**src/logic/led_port_pkg.sv**
```systemverilog
// Purpose: constants for the led driver serial host port
// Assumes: 200 MHz core clock
// Notes: bus slave address, section select and shutdown encodings
package led_port_pkg;
    localparam int unsigned CLK_HZ = 200_000_000;
    localparam int unsigned ADDR_SETTLE_MS = 5;
    localparam int unsigned ADDR_SETTLE_CYC = CLK_HZ / 1000 * ADDR_SETTLE_MS;
    localparam logic [3:0] FIXED_ADDR_HIGH = 4'h6;
    localparam logic [6:0] BROADCAST_ADDR = 7'h3F;
    localparam logic [7:0] SECTION_SELECT_CMD = 8'hFD;
    localparam logic [7:0] SECTION_DEFAULT = 8'hC0;
    localparam logic [7:0] CONFIG_REG_ADDR = 8'h06;
    localparam int unsigned CFG_BROADCAST_BIT = 6;
    localparam logic [7:0] SHUTDOWN_REG_ADDR = 8'h09;
    localparam int unsigned SHDN_BIT = 0;
    localparam logic [7:0] CONFIG_RESET = 8'h00;
    localparam logic [7:0] SHUTDOWN_RESET = 8'h00;
endpackage

```
**src/logic/pin_sync.sv**
```systemverilog
// Purpose: three stage synchroniser with agreement filter
// Assumes: input asynchronous to clk_i
// Notes: output changes once stages two and three agree
`timescale 1ns/1ps
module pin_sync
(
    input wire logic clk_i,
    input wire logic rst_i,
    input wire logic pin_i,
    output logic level_o
);
    logic [2:0] stage;
    logic [2:0] next_stage;
    logic next_level;

    always_comb
    begin
        next_stage = {stage[1:0], pin_i};
        next_level = (stage[2] == stage[1]) ? stage[1] : level_o;
    end

    always_ff @(posedge clk_i)
    begin
        if (rst_i)
        begin
            stage <= 3'h7;
            level_o <= 1'b1;
        end
        else
        begin
            stage <= next_stage;
            level_o <= next_level;
        end
    end
endmodule

```
**src/logic/led_driver_i2c_slave_port.sv**
```systemverilog
// Purpose: two wire target port of an led matrix driver
// Assumes: master owns clock and conditions; one 200 MHz clock
// Notes: second byte of a write is a command address, then data
//
// How it works
// RULE_01 - device is target only; lines sampled fast enough for 1 MHz.
// RULE_02 - master makes clock, START and STOP; clock pin never driven.
// RULE_03 - data edges during clock high are taken as conditions.
// RULE_04 - data falling with clock high starts a transfer.
// RULE_05 - data rising with clock high ends the transfer.
// RULE_06 - master starts only on idle bus, both lines high.
// RULE_07 - eight bits per byte, then a ninth acknowledge bit.
// RULE_08 - acknowledger holds data low across the ninth clock high.
// RULE_09 - on master no-ack during read, device releases data.
// RULE_10 - any byte count between START and STOP accepted.
// RULE_11 - in writes, address and every data byte acknowledged.
// RULE_12 - repeated START begins the next transfer at once.
// RULE_13 - first byte is address; bits 3 to 1 from select pin.
// RULE_14 - address bit 0 set means read, clear means write.
// RULE_15 - broadcast address 0111111 answered when enabled in config.
// RULE_16 - select code follows strap resistance code 000 to 111.
// RULE_17 - select sampled once after reset, held until next reset.
// RULE_18 - address settles 5 ms after power-up before answering.
// RULE_19 - at power-up registers default, display blank, shutdown.
// RULE_20 - host sets layout, control, then shutdown bit to one.
// RULE_21 - software shutdown turns leds off and halts logic.
// RULE_22 - reset pin low powers down power-on reset and halts.
// RULE_23 - writing command 0xFD selects section for later commands.
// RULE_24 - unmatched address left unacknowledged, data released.
`timescale 1ns/1ps
module led_driver_i2c_slave_port
    import led_port_pkg::*;
#(
    parameter int unsigned SETTLE_CYCLES = ADDR_SETTLE_CYC
)
(
    input wire logic clk_i,
    input wire logic rst_i,
    input wire logic active_low_reset_pin_i,
    input wire logic select_bit_high_i,
    input wire logic select_bit_mid_i,
    input wire logic select_bit_low_i,
    input wire logic scl_i,
    input wire logic sda_i,
    output logic sda_o,
    output logic sda_oe_o,
    input wire logic [7:0] read_data_i,
    output logic [7:0] section_o,
    output logic [7:0] cmd_addr_o,
    output logic [7:0] wr_data_o,
    output logic wr_strobe_o,
    output logic rd_strobe_o,
    output logic leds_enable_o,
    output logic logic_run_o,
    output logic por_enable_o,
    output logic addr_ready_o,
    output logic [2:0] strap_addr_o
);
    // =========================================================
    // input synchronisers
    logic scl_s, sda_s, active_low_reset_pin_s;
    pin_sync u_scl (.clk_i(clk_i), .rst_i(rst_i), .pin_i(scl_i), .level_o(scl_s)); // see RULE_01
    pin_sync u_sda (.clk_i(clk_i), .rst_i(rst_i), .pin_i(sda_i), .level_o(sda_s));
    pin_sync u_active_low_reset_pin (.clk_i(clk_i), .rst_i(rst_i), .pin_i(active_low_reset_pin_i),
        .level_o(active_low_reset_pin_s));
    // =========================================================
    // bus condition detection
    logic scl_d, sda_d, start_det, stop_det, scl_rise, scl_fall, hw_rst;
    assign hw_rst = rst_i | ~active_low_reset_pin_s;
    assign start_det = scl_s & scl_d & sda_d & ~sda_s; // see RULE_03 see RULE_04
    assign stop_det = scl_s & scl_d & ~sda_d & sda_s; // see RULE_03 see RULE_05
    assign scl_rise = scl_s & ~scl_d;
    assign scl_fall = ~scl_s & scl_d;
    always_ff @(posedge clk_i)
    begin
        if (rst_i)
        begin
            scl_d <= 1'b1;
            sda_d <= 1'b1;
        end
        else
        begin
            scl_d <= scl_s;
            sda_d <= sda_s;
        end
    end
    // =========================================================
    // strap capture and settle timer
    logic [2:0] strap, next_strap;
    logic [31:0] settle_cnt, next_settle_cnt;
    logic strap_taken, settled, next_strap_taken, next_settled;
    always_comb
    begin
        next_strap = strap;
        next_strap_taken = 1'b1;
        next_settle_cnt = settle_cnt;
        next_settled = settled;
        if (!strap_taken) // see RULE_16 see RULE_17
            next_strap = {select_bit_high_i, select_bit_mid_i, select_bit_low_i};
        if (!settled)
        begin
            next_settle_cnt = settle_cnt + 32'h0000_0001;
            next_settled = (settle_cnt >= SETTLE_CYCLES - 1); // see RULE_18
        end
    end

    always_ff @(posedge clk_i)
    begin
        if (hw_rst)
        begin
            strap <= 3'h0;
            strap_taken <= 1'b0;
            settle_cnt <= 32'h0000_0000;
            settled <= 1'b0;
        end
        else
        begin
            strap <= next_strap;
            strap_taken <= next_strap_taken;
            settle_cnt <= next_settle_cnt;
            settled <= next_settled;
        end
    end
    // =========================================================
    // byte engine
    typedef enum logic [2:0] {ST_IDLE = 3'b000, ST_ADDR = 3'b001, ST_ACK = 3'b011,
        ST_RX = 3'b010, ST_TX = 3'b110, ST_RACK = 3'b111, ST_IGNORE = 3'b101} state_e;
    state_e state, next_state;
    logic [7:0] shreg, next_shreg, next_section, next_cmd_addr, next_wr_data;
    logic [7:0] config_reg, next_config, shutdown_reg, next_shutdown;
    logic [3:0] bitcnt, next_bitcnt;
    logic reading, next_reading, have_cmd, next_have_cmd, next_sda_oe;
    logic next_wr_strobe, next_rd_strobe, addr_match;
    // see RULE_13 see RULE_15 see RULE_24
    assign addr_match = settled & ((shreg[7:1] == {FIXED_ADDR_HIGH, strap})
        | (config_reg[CFG_BROADCAST_BIT] & (shreg[7:1] == BROADCAST_ADDR)));
    always_comb
    begin
        next_state = state;
        next_shreg = shreg;
        next_bitcnt = bitcnt;
        next_reading = reading;
        next_have_cmd = have_cmd;
        next_sda_oe = sda_oe_o;
        next_section = section_o;
        next_cmd_addr = cmd_addr_o;
        next_wr_data = wr_data_o;
        next_wr_strobe = 1'b0;
        next_rd_strobe = 1'b0;
        next_config = config_reg;
        next_shutdown = shutdown_reg;
        if (start_det) // see RULE_12
        begin
            next_state = ST_ADDR;
            next_bitcnt = 4'h0;
            next_have_cmd = 1'b0;
            next_sda_oe = 1'b0;
        end
        else if (stop_det)
        begin
            next_state = ST_IDLE;
            next_sda_oe = 1'b0;
        end
        else
        begin
            unique case (state)
                ST_IDLE, ST_IGNORE:
                    next_sda_oe = 1'b0;
                ST_ADDR, ST_RX:
                begin
                    if (scl_rise)
                    begin
                        next_shreg = {shreg[6:0], sda_s}; // see RULE_07
                        next_bitcnt = bitcnt + 4'h1;
                    end
                    else if (scl_fall && bitcnt == 4'h8)
                    begin
                        next_bitcnt = 4'h0;
                        if (state == ST_ADDR)
                        begin
                            if (addr_match)
                            begin
                                next_reading = shreg[0]; // see RULE_14
                                next_sda_oe = 1'b1; // see RULE_08 see RULE_11
                                next_state = ST_ACK;
                            end
                            else
                                next_state = ST_IGNORE; // see RULE_24
                        end
                        else
                        begin
                            next_sda_oe = 1'b1; // see RULE_11
                            next_state = ST_ACK;
                            if (!have_cmd)
                            begin
                                next_have_cmd = 1'b1;
                                next_cmd_addr = shreg;
                            end
                            else if (cmd_addr_o == SECTION_SELECT_CMD)
                                next_section = shreg; // see RULE_23
                            else
                            begin
                                next_wr_data = shreg;
                                next_wr_strobe = 1'b1;
                                if (section_o == SECTION_DEFAULT)
                                begin
                                    if (cmd_addr_o == CONFIG_REG_ADDR)
                                        next_config = shreg;
                                    if (cmd_addr_o == SHUTDOWN_REG_ADDR)
                                        next_shutdown = shreg;
                                end
                                next_cmd_addr = cmd_addr_o + 8'h01;
                            end
                        end
                    end
                end
                ST_ACK:
                begin
                    if (scl_fall && reading)
                    begin
                        next_shreg = read_data_i;
                        next_rd_strobe = 1'b1;
                        next_sda_oe = ~read_data_i[7];
                        next_bitcnt = 4'h1;
                        next_state = ST_TX;
                    end
                    else if (scl_fall)
                    begin
                        next_sda_oe = 1'b0;
                        next_state = ST_RX; // see RULE_10
                    end
                end
                ST_TX:
                begin
                    if (scl_fall && bitcnt == 4'h8)
                    begin
                        next_sda_oe = 1'b0;
                        next_state = ST_RACK;
                    end
                    else if (scl_fall)
                    begin
                        next_sda_oe = ~shreg[3'(7 - bitcnt)];
                        next_bitcnt = bitcnt + 4'h1;
                    end
                end
                ST_RACK:
                begin
                    if (scl_rise)
                    begin
                        next_state = sda_s ? ST_IGNORE : ST_ACK; // no-ack releases, see RULE_09
                        next_cmd_addr = cmd_addr_o + 8'h01;
                    end
                end
                default:
                    next_state = ST_IDLE;
            endcase
        end
    end

    always_ff @(posedge clk_i)
    begin
        if (hw_rst) // see RULE_19
        begin
            state <= ST_IDLE;
            shreg <= 8'h00;
            bitcnt <= 4'h0;
            reading <= 1'b0;
            have_cmd <= 1'b0;
            sda_oe_o <= 1'b0;
            section_o <= SECTION_DEFAULT;
            cmd_addr_o <= 8'h00;
            wr_data_o <= 8'h00;
            wr_strobe_o <= 1'b0;
            rd_strobe_o <= 1'b0;
            config_reg <= CONFIG_RESET;
            shutdown_reg <= SHUTDOWN_RESET;
        end
        else
        begin
            state <= next_state;
            shreg <= next_shreg;
            bitcnt <= next_bitcnt;
            reading <= next_reading;
            have_cmd <= next_have_cmd;
            sda_oe_o <= next_sda_oe;
            section_o <= next_section;
            cmd_addr_o <= next_cmd_addr;
            wr_data_o <= next_wr_data;
            wr_strobe_o <= next_wr_strobe;
            rd_strobe_o <= next_rd_strobe;
            config_reg <= next_config;
            shutdown_reg <= next_shutdown;
        end
    end
    // =========================================================
    // shutdown and status outputs
    always_ff @(posedge clk_i)
    begin
        if (rst_i)
        begin
            sda_o <= 1'b0;
            leds_enable_o <= 1'b0;
            logic_run_o <= 1'b0;
            por_enable_o <= 1'b1;
            addr_ready_o <= 1'b0;
            strap_addr_o <= 3'h0;
        end
        else
        begin
            sda_o <= 1'b0; // open drain: only ever pulls low
            leds_enable_o <= active_low_reset_pin_s & shutdown_reg[SHDN_BIT]; // see RULE_21
            logic_run_o <= active_low_reset_pin_s & shutdown_reg[SHDN_BIT]; // see RULE_21 see RULE_22
            por_enable_o <= active_low_reset_pin_s; // see RULE_22
            addr_ready_o <= settled;
            strap_addr_o <= strap;
        end
    end
    // =========================================================
    // checks
    a_start_enters_addr: assert property (@(posedge clk_i) disable iff (hw_rst) // see RULE_04
        start_det |=> state == ST_ADDR) else $error("start not taken");
    a_stop_goes_idle: assert property (@(posedge clk_i) disable iff (hw_rst) // see RULE_05
        stop_det && !start_det |=> state == ST_IDLE && !sda_oe_o) else $error("stop not taken");
    a_no_ack_unsettled: assert property (@(posedge clk_i) disable iff (hw_rst) // see RULE_18
        !settled && state == ST_ADDR |=> state != ST_ACK) else $error("ack while unsettled");
    a_ignore_released: assert property (@(posedge clk_i) disable iff (hw_rst) // see RULE_24
        state == ST_IGNORE && !start_det |=> !sda_oe_o) else $error("driving while ignored");
    a_nack_releases: assert property (@(posedge clk_i) disable iff (hw_rst) // see RULE_09
        state == ST_RACK && scl_rise && sda_s && !start_det && !stop_det
        |=> state == ST_IGNORE && !sda_oe_o) else $error("no release after master nack");
    a_ack_held_high: assert property (@(posedge clk_i) disable iff (hw_rst) // see RULE_08
        state == ST_ACK && sda_oe_o && scl_s && !start_det && !stop_det |=> sda_oe_o)
        else $error("ack dropped during clock high");
    a_section_select: assert property (@(posedge clk_i) disable iff (hw_rst) // see RULE_23
        state == ST_RX && scl_fall && bitcnt == 4'h8 && have_cmd
        && cmd_addr_o == SECTION_SELECT_CMD && !start_det && !stop_det
        |=> section_o == $past(shreg)) else $error("section not selected");
    a_shdn_leds_off: assert property (@(posedge clk_i) disable iff (hw_rst) // see RULE_21
        !shutdown_reg[SHDN_BIT] |=> !leds_enable_o) else $error("leds lit in shutdown");
endmodule

```
**config.mk**
```make
export PLATFORM = sky130hd
export DESIGN_NAME = led_driver_i2c_slave_port
export DESIGN_NICKNAME = d
export VERILOG_FILES = /design/src/logic/led_port_pkg.sv /design/src/logic/pin_sync.sv /design/src/logic/led_driver_i2c_slave_port.sv
export SDC_FILE = /design/constraint.sdc
export NUM_CORES = 1
export LEC_CHECK = 0
export ABC_AREA = 1
export BUFFER_PORTS_ARGS = -buffer_cell sky130_fd_sc_hd__buf_2
export CAP_MARGIN = 20
export CORE_MARGIN = 2
export CORE_UTILIZATION = 40
export DETAILED_ROUTE_END_ITERATION = 12
export GPL_ROUTABILITY_DRIVEN = 0
export PLACE_DENSITY = 0.65
export RECOVER_POWER = 50
export SLEW_MARGIN = 25
export SYNTH_ARGS = -nofsm -noshare
export SYNTH_HDL_FRONTEND = slang
export SYNTH_SLANG_ARGS = --single-unit
```
**constraint.sdc**
```tcl
create_clock -name clk_i -period 3.12 [get_ports clk_i]
set_input_delay 0.624 -clock clk_i [delete_from_list [all_inputs] [get_ports clk_i]]
set_output_delay 0.624 -clock clk_i [all_outputs]
set_load 0.01 [all_outputs]
```
Yosys cells after proc, flatten, opt, wreduce, memory -nomap -nowiden

Cells that the tools add are included.

Add/subtract/negate cells: 4
Magnitude comparators: 2
Eq/ne operators: 36
Mux-type cells: 43
Bitwise gates (word level): 29
Reduce and logical (&&, ||, !) cells: 25

Operator list:

| kind                  | count |
|---|---|
| $mux 8                | 8 |
| $add 32x1->32 const B | 1 |
| $ge 32x20->1 const B  | 1 |
| $pmux 8 s2            | 2 |
| $mux 3                | 9 |
| $reduce_and 6->1      | 4 |
| $reduce_and 8->1      | 3 |
| $mux 4                | 5 |
| $reduce_and 10->1     | 2 |
| $ne 2x2->1 const B    | 9 |
| $ne 3x3->1 const B    | 6 |
| $not 1->1             | 17 |
| $eq 8x8->1 const B    | 2 |
| $ne 4x4->1 const B    | 4 |
| $mux 1                | 15 |
| $pmux 3 s5            | 1 |
| $pmux 4 s3            | 1 |
| $and 1x1->1           | 10 |
| $reduce_and 5->1      | 2 |
| $eq 3x3->1 const B    | 3 |
| $add 8x1->8 const B   | 1 |
| $eq 8x3->1 const B    | 1 |
| $eq 8x4->1 const B    | 1 |
| $reduce_or 8->1       | 1 |
| 22 further kinds      | 30 |

Register bits: 109
Output and inout bits: 35
Word-level logic and storage cells: 169

Logic depth before layout (Yosys ltp)

Gate-level depths: netlist of the first run.

Word-level depth: 11
Gate-level depth with buffers: 13
Gate-level depth less buffers: 12

Modules after synthesis

Synthesis of the first run repeated with hierarchy kept, for this count alone.

Cell total of the unflattened synthesis: 783
Area, all modules: 5,188.7 µm²

By module, submodules not included:

| module                    | instances | cells an instance | area an instance (µm²) | sequential area each (µm²) |
|---|---|---|---|---|
| led_driver_i2c_slave_port | 1         | 738               | 4,802.1                | 1,821.7 |
| pin_sync                  | 3         | 15                | 128.9                  | 80.1 |

Least setup slack after synthesis of the first run

Ideal clock, no wire load.

Path kind: register -> register
Start: register bitcnt[0]
End: register shutdown_reg[0]
Library setup time: 0.109 ns
Arrival: 1.628 ns
Required time: 3.011 ns
Slack: 1.384 ns
Stages on the path, launching flop included: 14
Buffers on the path: 2
Path through: dfxtp_1 -> clkbuf_1 -> inv_1 -> ha_1 -> nand3_1 -> nor2_4 -> nand2_4 -> clkinv_2 -> nand2_4 -> nor2_8 -> buf_8 -> nand3_1 -> nand2_1 -> inv_1

Word-level cells in the longest chain between the ends: 3

Ends and longest elaborated chain:

| element                     | line                             | source |
|---|---|---|
| start: declaration          | led_driver_i2c_slave_port.sv:131 | `logic [3:0] bitcnt, next_bitcnt;` |
| start signal: assignment    | led_driver_i2c_slave_port.sv:282 | `bitcnt <= next_bitcnt;` |
| $eq 4x4->1                  | led_driver_i2c_slave_port.sv:176 | `else if (scl_fall && bitcnt == 4'h8)` |
| $logic_and 1x1->1           | led_driver_i2c_slave_port.sv:176 |  |
| $reduce_and 10->1 (no line) | --                               |  |
| end signal: assignment      | led_driver_i2c_slave_port.sv:292 | `shutdown_reg <= next_shutdown;` |
| end: declaration            | led_driver_i2c_slave_port.sv:130 | `logic [7:0] config_reg, next_config, shutdown_reg, next_shutdown;` |

Every way passes these cells.
A chain may end at the register's enable or synchronous reset.

Final worst setup path of the first run

Start: input rst_i
End: register shreg[1]

Word-level cells in the longest chain between the ends: 1

Ends and longest elaborated chain:

| element                | line                             | source |
|---|---|---|
| start: declaration     | led_driver_i2c_slave_port.sv:38  | `input wire logic rst_i,` |
| $or 1x1->1             | led_driver_i2c_slave_port.sv:69  | `assign hw_rst = rst_i \| ~active_low_reset_pin_s;` |
| end signal: assignment | led_driver_i2c_slave_port.sv:281 | `shreg <= next_shreg;` |
| end: declaration       | led_driver_i2c_slave_port.sv:129 | `logic [7:0] shreg, next_shreg, next_section, next_cmd_addr, next_wr_data;` |

Every way passes these cells.

==> flow_summary.toml, run 1 <==
[global_routing]
grt_pass1_vias = 4294
grt_overflow_total = 0
grt_pass1_wl_mm = 20.63
track_usage_pct = 18.44
grt_start_max_net_pins = 56
antenna_found_initial = 0

[cells_and_area]
largest_register = "settle_cnt"
final_util_pct = 45.96
diodes = 0
area_growth_pct = 12.34
ff_latch_area_um2 = 2062
layout-drive-gt1-share_pct = 9.689
fillCellCount = 1312
largest_reg_flops = 32
design_area_um2 = 5777
fin_nets = 822
multiInputGateArea_um2 = 2601

[route]
via_per_inst = 4.857
drt_first_pass_iters = 6
post_drt_wl_per_cell_um = 12.79
dr.first_iter.drc_count = 369
antenna_left = 0
wirelength_mm = 12.49
drc_errors = 0
vias = 4745

[clock_tree]
postCtsHoldBufs = 0
cts_tree = "built"
cts_resized = 0
cts-root-buf = "clkbuf_16"
cts_sinks = 103
worst_setup_hold_path_clk_slew_ns = 0.07
clk_latency_ns = 0.35
htree_levels = 3
cts_setup_buffers = 0
clock_path_buffers = 2
cts_inserted_buffers = 9

[timing]
whs_ns = 0.4101
maxSlewViolCount = 0
tightest_slew_ns = 1.036
maxSlewHeadroom_pct = 30.94
setup_tns_ns = 0
finalHoldViolCount = 0
skew_ns = 0.009045
fin_crit_ns = 1.975
clock.fmax_ghz = 0.5063
final-setup-viol-count = 0
rsz0062_at_grt = "false"
min_period_over_period_pct = 63.31

[critical_path]
endpoint_kind = "register"
critPathKind = "in -> reg"
rrSetupSlack_ns = 1.20
start_kind = "input port"
timing.rr.start = "bitcnt[0]"
critical_path_arrival_ns = 2.26
rr_endpoint = "wr_data_o[6]"
required_ns = 3.40
reg2regPathDepth = 11
crit_path_max_fanout = 55

[synthesis]
syn_area_um2 = 5142
ys_types = 41
yosys.area.top_type = "dfxtp_1"
yosys_warnings = 0
synth_nets = 778
ys_top_cells_by_count = "171 x nand2_1, 103 x dfxtp_1, 96 x nor2_1"
synth_top_area_share_pct = 40.10
async_reset_ff_share_pct = 0
synth_edf_count = 0
yosysSeqAreaShare_pct = 40.10
synth_cells = 756
synthTopCellsByArea = "dfxtp_1 40%, nand2_1 12%, nor2_1 7.0%"
ys_seq_elements = 103
synthFlopType = "dfxtp_1"
avgSynthCellArea_um2 = 6.802
synth.most_common_cell = "nand2_1"

[status]
status = "finished, final reports clean"

[power]
p_clk_share_pct = 42.5
p_int_uw = 2018
vdd_drop_max_uv = 321.3
switchingPower_uw = 662.2
leakage_uw = 0.002463
p_seq_share_pct = 50.2
power_density_nw_per_um2 = 464.0
switching_share_pct = 24.70
power_frac_comb_pct = 7.2

[floorplan]
design.die.area_um2 = 13780
fp-row-count = 41
die_x_um = 117.4
num_io_pins = 51
core_area_um2 = 12570
start_util_pct = 40.92
fp.dieH_um = 117.4

[min_path]
hold_depth = 1
min_path_type = "reg -> reg"
whs_endpoint = "u_sda.stage[1]"
hold_path.startpoint = "u_sda.stage[0]"

[flow_run]
drv_cap = 0

[placement]
io_buffers = 49
dpl_cell_area_um2 = 5528
dp_hpwl_mm = 9.277
worst max-delay path, cell delays in order:
cell and delay [ns]:
clkbuf_1 0.24, nor2_4 0.17, clkbuf_2 0.79, o21ai_0 0.25, a21oi_1 0.17
cells by family (layout without fill, tap and decap cells):
family | Yosys count | in the layout | synth area share, %
AND/OR/NAND/NOR | 377 | 377 | 33.04
AO/OA/AOI/OAI | 138 | 138 | 14.04
buffers and inverters | 120 | 169 | 9.416
flip-flops | 103 | 103 | 40.10
XOR/XNOR | 11 | 11 | 1.873
adder cells (fa/ha/maj) | 6 | 6 | 1.460
other | 1 | 1 | 0.07292
final cells by class:
type	count	share of cell area, %
well taps	172	3.725
clock inverters	7	1.256
flip-flops and latches	103	35.69
inverters	102	6.693
repair buffers	51	3.704
multi-input cells	533	45.03
clock buffers	9	3.899
metal layers:
| layer | global-route usage [%] | up-vias | wire (um) |
|---|---|---|---|
| li1 | - | 2509 | - |
| met1 | 23.61 | 2108 | 5833 |
| met2 | 30.96 | 112 | 5838 |
| met3 | 4.232 | 16 | 609 |
| met4 | 5.572 | 0 | 211 |
| met5 | 0 | - | 0 |
cell usage in the layout (no fill, tap or decap), types with 13 or more instances in the layout:
cell type,instances
o21ai_0,59
inv_1,89
nor2_1,96
nand2_1,171
nand3_1,45
nor3_1,19
nand4_1,13
buf_2,17
a21oi_1,59
dfxtp_1,103
clkbuf_1,33
how the worst max path moves through the flow:
stage	slack, ns	to	cells after the start	from
final	1.14	shreg[1]	5	rst_i
after global routing	0.86	section_o[0]	5	rst_i
after CTS	1.22	wr_data_o[6]	11	bitcnt[0]
after detailed placement	1.25	wr_data_o[6]	11	bitcnt[0]
after global placement	1.30	wr_data_o[6]	11	bitcnt[0]
after floorplan	1.38	shutdown_reg[0]	13	bitcnt[0]
through the flow:
stage | power, uW | instances | setup WS [ns]
3_3_place_gp | 1573 | 961 | 1.302
2_1_floorplan | 1519 | 756 | 1.384
6_report | 2681 | 977 | 1.145
5_1_grt | 2789 | 977 | 0.8627
4_1_cts | 2707 | 977 | 1.223
3_5_place_dp | 1572 | 961 | 1.251
power by group through the flow:
stage / sequential (uW) / combinational (uW) / clock, uW
floorplan: 1380 / 143 / 0
global placement: 1380 / 197 / 0
detailed placement: 1380 / 195 / 0
CTS: 1350 / 195 / 1160
global route: 1350 / 219 / 1220
finish: 1350 / 194 / 1140
Power figures use the tool's default switching activity.
==> inputs of run 2 (changes only) <==
==> constraint.sdc (replaced) <==
create_clock -name clk_i -period 1.95 [get_ports clk_i]
set_input_delay 0.39 -clock clk_i [delete_from_list [all_inputs] [get_ports clk_i]]
set_output_delay 0.39 -clock clk_i [all_outputs]
set_load 0.01 [all_outputs]
==> run 2 against run 1 <==
Die area stayed put; worst hold slack worse by 0.19 ns; register-to-register slack lost 1.0 ns; total power rose by 55%; wire length up 2.6%; critical path type is now reg -> reg.
==> flow_summary.toml, run 2 (synthesized netlist as in run 1, its figures left out) <==
[global_routing]
grt_start_max_net_pins = 38
antenna_found_initial = 0
track_usage_pct = 19.28
grt_pass1_vias = 4674
grt_pass1_wl_mm = 21.91
grt_overflow_total = 0

[clock_tree]
cts_inserted_buffers = 9
htree_levels = 3
cts_tree = "built"
worst_setup_hold_path_clk_slew_ns = 0.07
cts_sinks = 103
cts-root-buf = "clkbuf_16"
clock_path_buffers = 2
postCtsHoldBufs = 0
clk_latency_ns = 0.35

[route]
drt_first_pass_iters = 6
wirelength_mm = 12.82
drc_errors = 0
vias = 4826
post_drt_wl_per_cell_um = 12.97
dr.first_iter.drc_count = 312
via_per_inst = 4.885
antenna_left = 0

[timing]
final-setup-viol-count = 0
tightest_slew_ns = 0.7891
maxSlewViolCount = 0
maxSlewHeadroom_pct = 47.40
finalHoldViolCount = 0
fin_crit_ns = 1.773
setup_tns_ns = 0
clock.fmax_ghz = 0.5640
rsz0062_at_grt = "false"
skew_ns = 0.004580
min_period_over_period_pct = 90.93

[power]
power_density_nw_per_um2 = 712.4
switching_share_pct = 25.34
p_seq_share_pct = 51.9
p_int_uw = 3101
leakage_uw = 0.002491
vdd_drop_max_uv = 506.5
switchingPower_uw = 1052
p_clk_share_pct = 40.5
power_frac_comb_pct = 7.6
totalPowerFinal_uw = 4153

[cells_and_area]
final_cell_mix = "171 x nand2_1, 103 x dfxtp_1, 95 x nor2_1"
fillCellCount = 1340
largest_register = "settle_cnt"
final_common_cell = "nand2_1"
fin_nets = 833
diodes = 0
final_util_pct = 46.38
area_growth_pct = 13.36
largest_reg_flops = 32
layout-drive-gt1-share_pct = 10.42
ff_latch_area_um2 = 2062
multiInputGateArea_um2 = 2606

[placement]
dp_hpwl_mm = 9.578
io_buffers = 49

[critical_path]
crit_path_max_fanout = 17
crit_top_cell = "nand2_4"
crit_buf_inv = 3
cp_cell_sequence = "inv_1, ha_1, nand3_1, nor2_4, nand2_4, clkinv_2, nand2_4, nor2_8, buf_4, o21ai_2, a21oi_2"
required_ns = 2.24
max_stage_delay_ns = 0.37
endpoint_kind = "register"
start_kind = "register"
critical_path_arrival_ns = 2.06
critPathTopFamily = "simple AND/OR/NAND/NOR gates"
critPathKind = "reg -> reg"
slowest_stage = "dfxtp_1"

[status]
status = "finished, final reports clean"

[floorplan]
start_util_pct = 40.92
fp.dieH_um = 117.4
num_io_pins = 51
fp-row-count = 41
die_x_um = 117.4
core_area_um2 = 12570
design.die.area_um2 = 13780

[flow_run]
drv_cap = 0

[min_path]
min_path_type = "in -> reg"
## run 2: cell types whose count changed in the layout (fill, tap and decap cells not counted), moves of 2 or more
cell and delta:
buf_2 -3, buf_4 +11, clkbuf_1 +5, nor2_2 +2
## run 2: worst paths after layout
check	start	end	slack (ns)	cells after the start
worst max-delay path	bitcnt[1]	wr_data_o[4]	0.18	11
worst max register to register	bitcnt[1]	wr_data_o[4]	0.18	11
worst min-delay path	sda_i	u_sda.stage[0]	0.22	2
worst min register to register	u_active_low_reset_pin.stage[0]	u_active_low_reset_pin.stage[1]	0.41	1
## run 2: stage by stage
| stage | area, um2 | hold WS (ns) | setup slack (ns) | std cells |
|---|---|---|---|---|
| after global routing | 5829 | 0.2212 | 0.007791 | 988 |
| after detailed placement | 5603 | 0.3923 | 0.1937 | 971 |
| after CTS | 5869 | 0.2111 | 0.1697 | 987 |
| final | 5829 | 0.2177 | 0.1769 | 988 |
| after floorplan | 5142 | 0.3895 | 0.2137 | 756 |
| after global placement | 5603 | 0.3904 | 0.2401 | 971 |
## run 2: power groups by stage
stage / Sequential [uW] / Combinational (uW) / Clock [uW]
after floorplan: 2200 / 228 / 0
after global placement: 2200 / 317 / 0
after detailed placement: 2200 / 315 / 0
after CTS: 2150 / 316 / 1720
after global routing: 2160 / 356 / 1800
final: 2150 / 316 / 1680
## run 2: per-layer routing
metal  part of all wire [%]  routed length, um  track usage, %  vias to the layer above
li1                       -                  -               -                     2553
met1                     49               6225           25.30                     2141
met2                     45               5785           31.43                      106
met3                    4.3                548           4.475                       26
met4                    2.0                258           6.175                        0
met5                      0                  0               0                        -
## run 2: cell type report
| type | count | area share [%] |
|---|---|---|
| repair buffers | 62 | 5.023 |
| well taps | 172 | 3.692 |
| inverters | 102 | 6.632 |
| flip-flops and latches | 103 | 35.37 |
| clock buffers | 11 | 3.992 |
| multi-input cells | 533 | 44.71 |
| clock inverters | 5 | 0.5795 |
## run 2: what timing repair did
item / 4_1_cts / 5_1_grt
buffers inserted: 0 / 1
resized for setup: 0 / 2
setup endpoints to repair: 0 / 9
==> inputs of run 3 (changes only) <==
--- a/config.mk
+++ b/config.mk
@@ -9,10 +9,10 @@
 export BUFFER_PORTS_ARGS = -buffer_cell sky130_fd_sc_hd__buf_2
 export CAP_MARGIN = 20
 export CORE_MARGIN = 2
-export CORE_UTILIZATION = 40
+export CORE_UTILIZATION = 53
 export DETAILED_ROUTE_END_ITERATION = 12
 export GPL_ROUTABILITY_DRIVEN = 0
-export PLACE_DENSITY = 0.65
+export PLACE_DENSITY = 0.8
 export RECOVER_POWER = 50
 export SLEW_MARGIN = 25
 export SYNTH_ARGS = -nofsm -noshare
==> run 3 against run 2 <==
Combinational power is 2% lower; utilization increased by 15 points; clock power is 14% lower; sequential share of layout area up 0.94 points; largest cell class unchanged.
==> flow_summary.toml, run 3 (synthesized netlist as in run 1, its figures left out) <==
[status]
status = "finished, final reports clean"

[floorplan]
num_io_pins = 51
design.die.area_um2 = 10510
fp.dieH_um = 102.5
fp-row-count = 35
start_util_pct = 55.13
core_area_um2 = 9328
die_x_um = 102.5

[timing]
fin_crit_ns = 1.812
rsz0062_at_grt = "true"
final-setup-viol-count = 0
maxSlewHeadroom_pct = 65.29
tightest_slew_ns = 0.5207
maxSlewViolCount = 0
min_period_over_period_pct = 92.92
finalHoldViolCount = 0
skew_ns = 0.01481
setup_tns_ns = 0
clock.fmax_ghz = 0.5519

[clock_tree]
cts_setup_buffers = 0
cts_resized = 0
cts_sinks = 103
cts_tree = "built"
worst_setup_hold_path_clk_slew_ns = 0.11
cts-root-buf = "clkbuf_8"
clock_path_buffers = 2
clk_latency_ns = 0.37
htree_levels = 3
cts_inserted_buffers = 9
postCtsHoldBufs = 0

[route]
dr.first_iter.drc_count = 240
drt_first_pass_iters = 5
vias = 4997
drc_errors = 0
met3RoutedLength_um = 785
post_drt_wl_per_cell_um = 13.30
dr_wl_met2_mm = 5.987
via_per_inst = 5.333
top_layer = "met4"
wirelength_mm = 12.46
antenna_left = 0
met1_length_mm = 5.383

[cells_and_area]
largest_reg_flops = 32
fin_nets = 825
largest_register = "settle_cnt"
layoutNonFillerInstCount = 937
ff_latch_area_um2 = 2062
layout-drive-gt1-share_pct = 10.27
diodes = 0
fillCellCount = 871
final_common_cell = "nand2_1"
multiInputGateArea_um2 = 2604
final_cell_mix = "170 x nand2_1, 103 x dfxtp_1, 96 x nor2_1"
area_growth_pct = 10.44

[power]
power_density_nw_per_um2 = 687.4
vdd_drop_max_uv = 417.1
p_int_uw = 2885
leakage_uw = 0.002451
power_frac_comb_pct = 7.9
switchingPower_uw = 1019
p_clk_share_pct = 36.8
p_seq_share_pct = 55.2
switching_share_pct = 26.10

[flow_run]
drv_cap = 0

[critical_path]
required_ns = 2.21
critPathTopFamily = "simple AND/OR/NAND/NOR gates"
crit_buf_inv = 2
endpoint_kind = "register"
critical_path_arrival_ns = 2.07
max_stage_delay_ns = 0.38
slowest_stage = "dfxtp_1"
crit_path_max_fanout = 16
critPathKind = "reg -> reg"
cp_cell_sequence = "inv_1, ha_1, nand3_1, nor2_4, nand2_4, clkinv_2, nand3_2, o21ai_0, a21oi_1"
start_kind = "register"

[min_path]
min_path_type = "in -> reg"

[global_routing]
grt_overflow_total = 0
grt_pass1_vias = 4748
grt_start_max_net_pins = 56
track_usage_pct = 24.75
antenna_found_initial = 0
grt_pass1_wl_mm = 20.96

[placement]
post-place-cells = 921
io_buffers = 49
dp_hpwl_mm = 9.268
## run 3: cell types whose count changed in the layout (fill, tap and decap cells not counted), sizes merged
cell      delta
buf          -4
bufinv       +1
clkbuf       -5
inv          +2
clkinvlp     -1
clkinv       -1
## run 3: routing by layer
| metal | vias up | global-route usage [%] |
|---|---|---|
| met1 | 2263 | 30.94 |
| li1 | 2526 | - |
| met4 | 0 | 9.949 |
| met3 | 32 | 3.729 |
| met2 | 176 | 42.84 |
| met5 | - | 0 |
## run 3: final timing paths
kind / from / endpoint / slack [ns] / cells after the start
worst max-delay path: bitcnt[1] / section_o[2] / 0.14 / 9
worst min-delay path: active_low_reset_pin_i / u_active_low_reset_pin.stage[0] / 0.20 / 2
worst max register to register: bitcnt[1] / section_o[2] / 0.14 / 9
worst min register to register: u_sda.stage[0] / u_sda.stage[1] / 0.41 / 1
## run 3: power groups by stage
| stage | Sequential, uW | Clock, uW | Combinational [uW] |
|---|---|---|---|
| finish | 2160 | 1440 | 310 |
| global route | 2160 | 1540 | 346 |
| CTS | 2160 | 1460 | 310 |
| detailed placement | 2200 | 0 | 309 |
| global placement | 2200 | 0 | 304 |
| floorplan | 2200 | 0 | 228 |
## run 3: stage by stage
| step | area, um2 | hold slack [ns] | total power (uW) | worst slack, ns | utilization [%] |
|---|---|---|---|---|---|
| 6_report | 5679 | 0.2025 | 3904 | 0.1381 | 60.89 |
| 5_1_grt | 5679 | 0.1992 | 4051 | -0.002576 | 60.89 |
| 2_1_floorplan | 5142 | 0.3895 | 2430 | 0.2137 | - |
| 3_3_place_gp | 5509 | 0.3934 | 2506 | 0.2561 | 59.06 |
| 4_1_cts | 5722 | 0.1931 | 3923 | 0.1703 | 61.34 |
| 3_5_place_dp | 5509 | 0.3991 | 2513 | 0.1821 | 59.06 |
## run 3: worst reg2reg max path: stages, from the launching register on
cell and delay (ns):
dfxtp_1 0.38, inv_1 0.12, ha_1 0.15, nand3_1 0.13, nor2_4 0.18, nand2_4 0.07, clkinv_2 0.08, nand3_2 0.26
o21ai_0 0.27, a21oi_1 0.06
## run 3: area by class of cell
cell class              instances  area share, %
clock inverters                 6          1.322
clock buffers                  10          2.423
flip-flops and latches        103          36.31
multi-input cells             533          45.85
well taps                     129          2.842
repair buffers                 54          4.450
inverters                     102          6.808
